## config.mk

```make
export PLATFORM = sky130hd
export DESIGN_NAME = arct_compute
export DESIGN_NICKNAME = d
export VERILOG_FILES = /design/src/common/arct_pkg.sv /design/src/common/arct_thr_if.sv /design/src/rtl/arct_thr_cmp.sv /design/src/rtl/arct_compute.sv
export SDC_FILE = /design/constraint.sdc
export NUM_CORES = 1
export LEC_CHECK = 0
export BUFFER_PORTS_ARGS = -buffer_cell sky130_fd_sc_hd__buf_2
export CORE_UTILIZATION = 62
export DETAILED_ROUTE_END_ITERATION = 8
export GPL_TIMING_DRIVEN = 0
export PLACE_DENSITY = 0.81
export SLEW_MARGIN = 15
export SYNTH_ARGS = -nofsm -noshare
export SYNTH_HDL_FRONTEND = slang
export SYNTH_SLANG_ARGS = --single-unit
```

## constraint.sdc

```tcl
create_clock -name clk_i -period 5.1 [get_ports clk_i]
set_input_delay 0.51 -clock clk_i [delete_from_list [all_inputs] [get_ports clk_i]]
set_output_delay 0.51 -clock clk_i [all_outputs]
set_load 0.005 [all_outputs]
```

## src/common/arct_pkg.sv

```systemverilog
// Overview of operation
// - Burst average mode 011 retriggers sampling until count reaches repeat target.
// - Low-pass mode 100 accumulates until count reaches target, then compares.
// - In low-pass mode the count never auto-resets; software clears it.
// - In low-pass mode shift select sets filter time constant 2^n, gain 1:1.
// - Conversion results are latched at end of conversion and held.
// - Calculation select picks one of six difference calculations.
// - Difference is compared to upper and lower thresholds, setting both flags.
// - Threshold mode selects one of eight trigger conditions.
// - A met threshold condition sets the threshold interrupt flag.
// - Threshold comparisons are signed two's complement.
// - Sum overflow always signals a threshold interrupt.
// - Prior input select 1 uses filtered value captured at start of conversion.
// - Sum clear command clears sum, overflow, count; hardware then drops the bit.
package arct_pkg;
   localparam int DATA_W = 12;
   localparam int SUM_W = 18;
   localparam int TH_W = 16;
   localparam int CNT_W = 8;
   localparam logic [7:0] ADDR_CTRL = 8'h00;
   localparam logic [7:0] ADDR_CFG = 8'h04;
   localparam logic [7:0] ADDR_RPT = 8'h08;
   localparam logic [7:0] ADDR_UTH = 8'h0c;
   localparam logic [7:0] ADDR_LTH = 8'h10;
   localparam logic [7:0] ADDR_SETP = 8'h14;
   localparam logic [7:0] ADDR_RES = 8'h18;
   localparam logic [7:0] ADDR_SUM = 8'h1c;
   localparam logic [7:0] ADDR_FLT = 8'h20;
   localparam logic [7:0] ADDR_ERR = 8'h24;
   localparam logic [7:0] ADDR_STAT = 8'h28;
   localparam logic [7:0] ADDR_IRQ = 8'h2c;
   localparam logic [7:0] ADDR_MASK = 8'h30;
   localparam int CTRL_PRIOR_INPUT_SELECT = 7;
   localparam int CTRL_SUM_CLEAR_COMMAND = 3;
   localparam int CFG_CONT = 7;
   localparam int STAT_UTHR = 8;
   localparam int STAT_LTHR = 9;
   localparam int STAT_OV = 10;
   localparam logic [7:0] CTRL_RST = 8'h00;
   localparam logic [7:0] CFG_RST = 8'h00;
   localparam logic [CNT_W-1:0] RPT_RST = 8'h00;
   localparam logic [TH_W-1:0] TH_RST = 16'h0000;
   localparam logic [CNT_W-1:0] CNT_MAX = 8'hff;
   typedef enum logic [2:0] {MD_BASIC = 3'h0, MD_ACCUM = 3'h1, MD_AVG = 3'h2, MD_BURST = 3'h3,
      MD_LPF = 3'h4} arct_mode_e;
   typedef enum logic [2:0] {CALC_DIFF = 3'h0, CALC_CAP = 3'h1, CALC_SETP = 3'h2, CALC_RFLT = 3'h3,
      CALC_DFLT = 3'h4, CALC_FSETP = 3'h5} arct_calc_e;
   typedef enum logic [2:0] {TM_NEVER = 3'h0, TM_LT_LO = 3'h1, TM_GE_LO = 3'h2, TM_INSIDE = 3'h3,
      TM_OUTSIDE = 3'h4, TM_LE_UP = 3'h5, TM_GT_UP = 3'h6, TM_ALWAYS = 3'h7} arct_tmode_e;
   typedef enum logic [1:0] {ST_IDLE = 2'b00, ST_SUM = 2'b01, ST_CALC = 2'b11, ST_CMP = 2'b10} arct_state_e;
endpackage

```

## src/common/arct_thr_if.sv

```systemverilog
`timescale 1ns/100ps
interface arct_thr_if;
   import arct_pkg::*;
   logic signed [TH_W-1:0] err;
   logic signed [TH_W-1:0] upper_threshold;
   logic signed [TH_W-1:0] lower_threshold;
   logic [2:0] tmode;
   logic ov;
   logic uthr;
   logic lthr;
   logic hit;
   modport main (output err, upper_threshold, lower_threshold, tmode, ov, input uthr, lthr, hit);
   modport thr (input err, upper_threshold, lower_threshold, tmode, ov, output uthr, lthr, hit);
endinterface

```

## src/rtl/arct_thr_cmp.sv

```systemverilog
`timescale 1ns/100ps
module arct_thr_cmp
   import arct_pkg::*;
(
   // Compare operands and results
   arct_thr_if.thr t
);
   logic below_lo;
   logic above_up;
   always_comb begin
      below_lo = t.err < t.lower_threshold;
      above_up = t.err > t.upper_threshold;
      t.uthr = above_up;
      t.lthr = below_lo;
      unique case (t.tmode)
         TM_NEVER: t.hit = 1'b0;
         TM_LT_LO: t.hit = below_lo;
         TM_GE_LO: t.hit = ~below_lo;
         TM_INSIDE: t.hit = ~below_lo & ~above_up;
         TM_OUTSIDE: t.hit = below_lo | above_up;
         TM_LE_UP: t.hit = ~above_up;
         TM_GT_UP: t.hit = above_up;
         TM_ALWAYS: t.hit = 1'b1;
      endcase
      t.hit = t.hit | t.ov;
   end
endmodule

```

## src/rtl/arct_compute.sv

```systemverilog
`timescale 1ns/100ps
module arct_compute
   import arct_pkg::*;
(
   // Clock and reset
   input wire logic clk_i,
   input wire logic resetn_i,
   // APB slave
   input wire logic psel_i,
   input wire logic penable_i,
   input wire logic pwrite_i,
   input wire logic [7:0] paddr_i,
   input wire logic [31:0] pwdata_i,
   output logic [31:0] prdata_o,
   output logic pready_o,
   output logic pslverr_o,
   // Converter events
   input wire logic conv_start_i,
   input wire logic conv_done_i,
   input wire logic [DATA_W-1:0] conv_data_i,
   output logic retrigger_o,
   // Interrupt
   output logic irq_o
);
   typedef struct packed {
      logic pready;
      logic pslverr;
      logic [31:0] prdata;
      logic [7:0] ctrl;
      logic [7:0] cfg;
      logic [CNT_W-1:0] repeat_target;
      logic [TH_W-1:0] upper_threshold;
      logic [TH_W-1:0] lower_threshold;
      logic [TH_W-1:0] setp;
      logic [TH_W-1:0] result;
      logic [TH_W-1:0] prev;
      logic [TH_W-1:0] flt;
      logic [TH_W-1:0] flt_prev;
      logic [TH_W-1:0] flt_soc;
      logic [SUM_W-1:0] sum;
      logic ov;
      logic [CNT_W-1:0] cnt;
      logic [TH_W-1:0] err;
      logic uthr;
      logic lthr;
      logic tif;
      logic mask;
      logic irq;
      logic retrig;
      arct_state_e st;
   } arct_state_s;

   arct_state_s s_r;
   arct_state_s s_nxt;
   arct_thr_if thr_if ();

   arct_thr_cmp u_thr (
      .t(thr_if)
   );

   assign thr_if.err = s_r.err;
   assign thr_if.upper_threshold = s_r.upper_threshold;
   assign thr_if.lower_threshold = s_r.lower_threshold;
   assign thr_if.tmode = s_r.cfg[6:4];
   assign thr_if.ov = s_r.ov;

   always_comb begin
      logic [31:0] rd;
      logic mapped;
      logic access;
      logic wr;
      logic set_tif;
      logic go;
      logic [SUM_W:0] wide;
      logic [SUM_W-1:0] shifted;
      logic [2:0] crs;
      arct_mode_e md;
      rd = 32'h0000_0000;
      mapped = 1'b1;
      access = psel_i & penable_i & ~s_r.pready;
      wr = psel_i & penable_i & s_r.pready & pwrite_i;
      set_tif = 1'b0;
      go = 1'b0;
      wide = '0;
      shifted = '0;
      crs = s_r.ctrl[6:4];
      md = arct_mode_e'(s_r.ctrl[2:0]);
      s_nxt = s_r;
      s_nxt.retrig = 1'b0;

      // Read decode
      unique case (paddr_i)
         ADDR_CTRL: rd[7:0] = s_r.ctrl;
         ADDR_CFG: rd[7:0] = s_r.cfg;
         ADDR_RPT: rd[CNT_W-1:0] = s_r.repeat_target;
         ADDR_UTH: rd[TH_W-1:0] = s_r.upper_threshold;
         ADDR_LTH: rd[TH_W-1:0] = s_r.lower_threshold;
         ADDR_SETP: rd[TH_W-1:0] = s_r.setp;
         ADDR_RES: rd[TH_W-1:0] = s_r.result;
         ADDR_SUM: rd[SUM_W-1:0] = s_r.sum;
         ADDR_FLT: rd[TH_W-1:0] = s_r.flt;
         ADDR_ERR: rd[TH_W-1:0] = s_r.err;
         ADDR_STAT: rd[10:0] = {s_r.ov, s_r.lthr, s_r.uthr, s_r.cnt};
         ADDR_IRQ: rd[0] = s_r.tif;
         ADDR_MASK: rd[0] = s_r.mask;
         default: mapped = 1'b0;
      endcase

      // APB answer one cycle into the access phase
      s_nxt.pready = access;
      s_nxt.pslverr = access & ~mapped;
      if (access) begin
         s_nxt.prdata = rd;
      end

      // Conversion flow
      if (conv_start_i) begin
         s_nxt.flt_soc = s_r.flt;
      end
      unique case (s_r.st)
         ST_IDLE: begin
            if (s_r.ctrl[CTRL_SUM_CLEAR_COMMAND]) begin
               s_nxt.sum = '0;
               s_nxt.ov = 1'b0;
               s_nxt.cnt = '0;
               s_nxt.ctrl[CTRL_SUM_CLEAR_COMMAND] = 1'b0;
            end else if (conv_done_i) begin
               s_nxt.result = TH_W'(conv_data_i);
               s_nxt.prev = s_r.ctrl[CTRL_PRIOR_INPUT_SELECT] ? s_r.flt_soc : s_r.result;
               s_nxt.flt_prev = s_r.flt;
               if (md != MD_BASIC) begin
                  if (md == MD_LPF) begin
                     wide = {1'b0, s_r.sum - (s_r.sum >> crs)} + (SUM_W + 1)'(conv_data_i);
                  end else begin
                     wide = {1'b0, s_r.sum} + (SUM_W + 1)'(conv_data_i);
                  end
                  s_nxt.sum = wide[SUM_W-1:0];
                  s_nxt.ov = s_r.ov | wide[SUM_W];
                  if (s_r.cnt != CNT_MAX) begin
                     s_nxt.cnt = s_r.cnt + 1'b1;
                  end
               end
               s_nxt.st = ST_SUM;
            end
         end
         ST_SUM: begin
            shifted = s_r.sum >> crs;
            if (md == MD_BASIC) begin
               go = 1'b1;
            end else begin
               s_nxt.flt = shifted[TH_W-1:0];
               go = s_r.cnt >= s_r.repeat_target;
            end
            if (go && (md == MD_AVG || md == MD_BURST)) begin
               s_nxt.sum = '0;
               s_nxt.cnt = '0;
            end
            if (!go && md == MD_BURST) begin
               s_nxt.retrig = 1'b1;
            end
            s_nxt.st = go ? ST_CALC : ST_IDLE;
         end
         ST_CALC: begin
            unique case (s_r.cfg[2:0])
               CALC_DIFF: s_nxt.err = s_r.result - s_r.prev;
               CALC_CAP: s_nxt.err = s_r.prev - s_r.result;
               CALC_SETP: s_nxt.err = s_r.result - s_r.setp;
               CALC_RFLT: s_nxt.err = s_r.result - s_r.flt;
               CALC_DFLT: s_nxt.err = s_r.flt - s_r.flt_prev;
               CALC_FSETP: s_nxt.err = s_r.flt - s_r.setp;
               default: s_nxt.err = '0;
            endcase
            s_nxt.st = ST_CMP;
         end
         ST_CMP: begin
            s_nxt.uthr = thr_if.uthr;
            s_nxt.lthr = thr_if.lthr;
            set_tif = thr_if.hit;
            s_nxt.retrig = s_r.cfg[CFG_CONT];
            s_nxt.st = ST_IDLE;
         end
      endcase

      // Register writes
      if (wr) begin
         unique case (paddr_i)
            ADDR_CTRL: s_nxt.ctrl = pwdata_i[7:0] | {4'h0, s_nxt.ctrl[CTRL_SUM_CLEAR_COMMAND], 3'h0};
            ADDR_CFG: s_nxt.cfg = pwdata_i[7:0];
            ADDR_RPT: s_nxt.repeat_target = pwdata_i[CNT_W-1:0];
            ADDR_UTH: s_nxt.upper_threshold = pwdata_i[TH_W-1:0];
            ADDR_LTH: s_nxt.lower_threshold = pwdata_i[TH_W-1:0];
            ADDR_SETP: s_nxt.setp = pwdata_i[TH_W-1:0];
            ADDR_IRQ: s_nxt.tif = s_r.tif & ~pwdata_i[0];
            ADDR_MASK: s_nxt.mask = pwdata_i[0];
            default: ;
         endcase
      end
      if (set_tif) begin
         s_nxt.tif = 1'b1;
      end
      s_nxt.irq = s_nxt.tif & s_nxt.mask;
   end

   always_ff @(posedge clk_i) begin
      if (!resetn_i) begin
         s_r <= '{pready: 1'b0, pslverr: 1'b0, prdata: 32'h0000_0000, ctrl: CTRL_RST, cfg: CFG_RST,
            repeat_target: RPT_RST, upper_threshold: TH_RST, lower_threshold: TH_RST, setp: TH_RST, result: TH_RST, prev: TH_RST,
            flt: TH_RST, flt_prev: TH_RST, flt_soc: TH_RST, sum: '0, ov: 1'b0, cnt: '0, err: TH_RST,
            uthr: 1'b0, lthr: 1'b0, tif: 1'b0, mask: 1'b0, irq: 1'b0, retrig: 1'b0, st: ST_IDLE};
      end else begin
         s_r <= s_nxt;
      end
   end

   assign prdata_o = s_r.prdata;
   assign pready_o = s_r.pready;
   assign pslverr_o = s_r.pslverr;
   assign retrigger_o = s_r.retrig;
   assign irq_o = s_r.irq;
endmodule

```

# ---- Word level (Yosys, flattened, before mapping)
# Cells that the tools add are included.
dict set report totals {
  out_inout_bits 36
  wordCells 165
  ram_bits 0
  n_memories 0
  register_bits 219
  input_bits 59
  rom_bits 0
  latch_bits 0
}
dict set report classes {
  bitwise_logic 19
  magnitude_cmp 3
  n_addsub 10
  reduce_logical 26
  shift 1
  n_mul 0
  eq_ne 37
  mux 43
  n_div 0
}
# operator count
set ops {}
lappend ops {{$pmux W16 S6} 1}
lappend ops {{$mux W19} 5}
lappend ops {{$mux W27} 3}
lappend ops {{$pmux W7 S11} 1}
lappend ops {{$mux W68} 1}
lappend ops {{$mux W16} 4}
lappend ops {{$sub A12 B16 Y16} 3}
lappend ops {{$eq A8 B6 Y1 const B} 5}
lappend ops {{$add A18 B12 Y19} 2}
lappend ops {{$pmux W18 S2} 1}
lappend ops {{$pmux W5 S7} 1}
lappend ops {{$eq A8 B5 Y1 const B} 4}
lappend ops {{$mux W8} 4}
lappend ops {{$sub A16 B16 Y16} 2}
lappend ops {{$pmux W3 S8} 1}
lappend ops {{$eq A3 B3 Y1 const B} 7}
lappend ops {{$eq A3 B2 Y1 const B} 6}
lappend ops {{$mux W18} 1}
lappend ops {{$shr A18 B3 Y18} 1}
lappend ops {{$sub A18 B18 Y18} 1}
lappend ops {{$eq A8 B4 Y1 const B} 2}
lappend ops {{$gt A16 B16 Y1} 1}
lappend ops {{$lt A16 B16 Y1} 1}
lappend ops {{$pmux W8 S2} 1}
lappend ops {{34 further kinds} 80}

# ---- Logic depth before layout (Yosys ltp)
dict set report depth {
  word_depth 13
  ltp_mapped 24
  depth_no_buf 22
}

# ---- Cells and area by module
# A second synthesis with hierarchy kept.
dict set report hier_totals {
  cells_unflattened 1840
  hier_area_um2 15009.4
}
# mod cells_per_inst area_each_um2 seq_area_each_um2 n_inst
set by_module_without_submodules {}
lappend by_module_without_submodules {arct_compute 1715 14097.3 4384.2 1}
lappend by_module_without_submodules {arct_thr_cmp 125 912.1 0.0 1}

# ---- Least setup slack after synthesis
# OpenSTA, ideal clock, no wires.
dict set report synth_path {
  kind {register to register}
  from {reg s_r[200] in the netlist's numbering}
  to {reg s_r[48] in the netlist's numbering}
  period_less_slack_ns 4.587
  arrival_time_ns 4.470
  required_time_ns 4.983
  n_path_buf 2
  stages_incl_launch_ff 22
  setup_time_ns 0.117
  path_slack_ns 0.513
  path_cell_list {dfxtp_1 > clkbuf_1 > buf_1 > mux4_2 > nand2_1 > o21ai_0 > ha_1 > fa_1 > nand2b_1 > a21oi_1 > nor2_1 > xor2_1 > o21ai_0 > ha_1 > o21a_1 > or2_2 > a31oi_1 > nor2b_1 > o21ai_0 > a211oi_1 > a21o_1 > a32o_1}
}
dict set report synth_via {
  elab_chain_cells 12
}
# item line
set synth_rtl {}
lappend synth_rtl {{start: declaration} arct_compute.sv:53} ;# arct_state_s s_r;
lappend synth_rtl {{start signal: assignment} arct_compute.sv:206} ;# s_r <= '{pready: 1'b0, pslverr: 1'b0, prdata: 32'h0000_0000, ctrl: CTRL_RST, cfg: CFG_RST,
lappend synth_rtl {{start signal: assignment} arct_compute.sv:211} ;# s_r <= s_nxt;
lappend synth_rtl {{$shr A18 B3 Y18} -}
lappend synth_rtl {{$sub A18 B18 Y18} arct_compute.sv:133} ;# wide = {1'b0, s_r.sum - (s_r.sum >> crs)} + (SUM_W + 1)'(conv_data_i);
lappend synth_rtl {{$add A18 B12 Y19} arct_compute.sv:133}
lappend synth_rtl {{$mux W19} arct_compute.sv:132} ;# if (md == MD_LPF) begin
lappend synth_rtl {{$mux W19} arct_compute.sv:131} ;# if (md != MD_BASIC) begin
lappend synth_rtl {{$mux W19} arct_compute.sv:127} ;# end else if (conv_done_i) begin
lappend synth_rtl {{$mux W19} arct_compute.sv:122} ;# if (s_r.ctrl[CTRL_SUM_CLEAR_COMMAND]) begin
lappend synth_rtl {{$mux W19} arct_compute.sv:120} ;# unique case (s_r.st)
lappend synth_rtl {{$mux W27} arct_compute.sv:131}
lappend synth_rtl {{$mux W27} arct_compute.sv:127}
lappend synth_rtl {{$mux W27} arct_compute.sv:122}
lappend synth_rtl {{$pmux W18 S2} arct_compute.sv:120}
# Every way passes these cells. The select of a mux whose other input is x is not followed.
# A chain may end at the register's enable or synchronous reset.

# ---- Worst setup path in the final report
# Same ends and word-level chain as after synthesis.

==> impl_metrics.csv <==
group,metric,value,unit
status,status,"finished clean",
timing,finalMaxSlewViolations,0,
detailed_routing,via_count,14800,
clock_tree,cts_setup_buffers,0,
global_route,grt_util_all_layers,0.416,
place,numPortBuffers,61,
detailed_routing,drt_first_pass_iters,7,
synth,syn_avg_cell_area,8.11,um^2
place,placed_area,15800,um^2
worst_setup_path,end_kind,"register",
timing,fmax,0.212,GHz
synth,yosysUniqueCellTypes,67,
clock_tree,cts_buffer_depth,3,
clock_tree,numCtsBuffers,25,
layout,final_cells,2284,
synth,syn_area,15000,um^2
synth,ys.flop_type,"dfxtp_1",
detailed_routing,avgViaCountPerCell,6.47,
timing,fin_crit_sh,0.927,
floorplanning,core,23600,um^2
global_route,grt-ovfl-total,0,
floorplanning,die_y,158,um
timing,fin_skew,0.0130,ns
synth,ys_async_sr_fraction,0,
synth,ys_seq_area_frac,0.292,
synth,synth_edf_count,0,
timing,setup_ws,0.374,ns
pwr,power.density,272,nW/um^2
timing,relSlewSlack,0.279,
clock_tree,clkSlewWorstSetupHoldPaths,0.06,ns
floorplanning,chipWidth,158,um
detailed_routing,drc,0,
timing,fin_setup_tns,0,ns
detailed_routing,drtIter0Drc,1705,
layout,area_delta_synth_final,10.6,%
clock_tree,tritoncts,"done",
worst_setup_path,slowest_stage,"clkbuf_1",
global_route,grt_max_degree,13,
layout,nFillCells,1950,
worst_setup_path,worstPathRequired,5.53,ns
timing,post-route-min-period,4.73,ns
flow_run,maxCapViolCount,0,
layout,drive_gt1_frac,0.0876,
synth,synth_cells,1850,
floorplanning,die_area,24800,um^2
worst_setup_path,criticalPathCategory,"reg -> reg",
global_route,grt_pass1_vias,13900,
clock_tree,root_buffer,"clkbuf_16",
detailed_routing,wirelength,51600,um
floorplanning,initial_core_util,0.636,
worst_setup_path,path_max_fanout,10,
place,pre_cts_slack,-0.625,ns
clock_tree,clk-insertion-delay-late,0.54,ns
global_route,grt_pass1_wl,77800,um
place,placedCellCount,2244,
place,finalWeightedCongestion,1.02,
floorplanning,io_pins,95,
pwr,p_leak,6.67,nW
place,hpwl,39900,um
layout,fin_nets,2126,
timing,setup_violations,0,
floorplanning,core.rowCount,56,
clock_tree,htree_levels,1,
global_route,antenna_found_initial,2,
detailed_routing,ant_nets,0,
clock_tree,cts.sinks,219,
worst_setup_path,path_cells,"clkbuf_1 > mux4_2 > mux2i_1 > ha_1 > o211a_1 > o31ai_2 > nor2b_1 > xor2_1 > o21ai_0 > ha_1 > o21a_1 > or2_2 > a31oi_1 > nor2b_1 > o21ai_1 > a211oi_2 > a21o_1 > a32o_1",
min_path,min_path_type,"in -> reg",
timing,rsz0062_at_grt,"no",
clock_tree,cts_hold_buf,0,
pwr,irDropWorstVdd,0.276,mV
synth,ys_warn_count,0,
timing,worst_pin_slew,1.05,ns
detailed_routing,wl_per_cell,22.6,um
synth,synth-seq-cells,219,
worst_setup_path,max_stage_delay,0.48,ns
layout,design_area,16600,um^2
worst_setup_path,worstPathArrival,5.16,ns
worst_setup_path,setup.worst_path.start_class,"register",
timing,hold_viol,0,
## repair_timing
action | CTS | global route
gates resized for setup | 7 | 14
pin swaps | 0 | 1
setup endpoints to repair | 10 | 16
## cell usage after synthesis, drive strengths merged, types with 27 or more instances
library cell / number / area (um^2)
nand2: 296 / 1110
dfxtp: 219 / 4380
ha: 113 / 1410
a21boi: 99 / 743
mux2i: 97 / 971
o21ai: 95 / 475
a21oi: 90 / 450
inv: 88 / 330
clkbuf: 84 / 315
nor2: 77 / 289
nor2b: 73 / 457
nand3: 48 / 240
buf: 42 / 288
xnor2: 38 / 333
a21o: 35 / 263
o211a: 28 / 280
a22oi: 27 / 203
## worst max-delay path: cells and delay by family, from the launching register on
family	cells	cell delay [ns]
and+or+nand+nor	3	0.58
DFF	1	0.42
xor gates and xnor gates	1	0.16
adders and majority gates	2	0.70
muxes	2	0.66
AOI/OAI and AO/OA	9	1.61
buffers and inverters	1	0.48
## where the power goes
part           internal, mW  switching, mW
Combinational         0.387          0.540
Clock                  1.03          0.753
Sequential             1.75         0.0498
## cell families after synthesis
| group | synth area share |
|---|---|
| flops | 0.292 |
| fa+ha+maj | 0.101 |
| other cells | 0.000250 |
| mux | 0.0775 |
| xor+xnor | 0.0333 |
| simple gates | 0.186 |
| buf+inv | 0.0622 |
| compound gates | 0.248 |
## routing by layer
layer	wire length [um]	vias up	track usage
li1	-	6773	-
met1	19800	6962	0.519
met2	22900	794	0.664
met3	5060	253	0.0758
met4	3770	2	0.265
met5	13	-	0
## through the flow
stage | hold WS, ns | utilization | power (mW)
2_1_floorplan | 0.440 | - | 2.46
3_3_place_gp | 0.451 | 0.667 | 2.70
3_5_place_dp | 0.458 | 0.668 | 2.72
4_1_cts | 0.245 | 0.702 | 4.47
5_1_grt | 0.265 | 0.703 | 4.63
6_report | 0.248 | 0.703 | 4.51
## state kept, by name (all words and copies together) (netlist names)
signal,count
s_r,148
prdata_o,18
thr_if.err,16
thr_if.lower_threshold,16
thr_if.upper_threshold,16
irq_o,1
pready_o,1
pslverr_o,1
retrigger_o,1
thr_if.ov,1
## layout by cell type (no fill, tap or decap), types with 20 or more instances in the layout
cell         n
a21boi_0    99
a21o_1      35
a21oi_1     90
a22oi_1     27
buf_2       63
buf_4       33
clkbuf_1    85
clkbuf_16   25
dfxtp_1    217
ha_1       113
inv_1       88
mux2i_1     97
nand2_1    296
nand2b_1    20
nand3_1     48
nor2_1      77
nor2b_1     73
o211a_1     28
o21ai_0     90
xnor2_1     38
## path summary, 6_finish.rpt
kind | to | cells past startpoint | slack [ns] | start
worst max-delay path | s_r[48] | 18 | 0.37 | s_r[200]
worst min-delay path | s_r[115] | 3 | 0.25 | conv_data_i[0]
worst max register to register | s_r[48] | 18 | 0.37 | s_r[200]
worst min register to register | s_r[75] | 2 | 0.47 | s_r[75]
## cell type report
type,instances,area (um^2),area share
multi-input combinational,1430,9770,0.589
timing repair buffer,62,313,0.0189
clock buffer,37,731,0.0440
buffer,123,607,0.0366
tap,319,399,0.0241
sequential,219,4390,0.264
inverter,88,330,0.0199
clock inverter,5,50.0,0.00302
antenna,1,2.50,0.000151
Power figures use the tool's default switching activity.
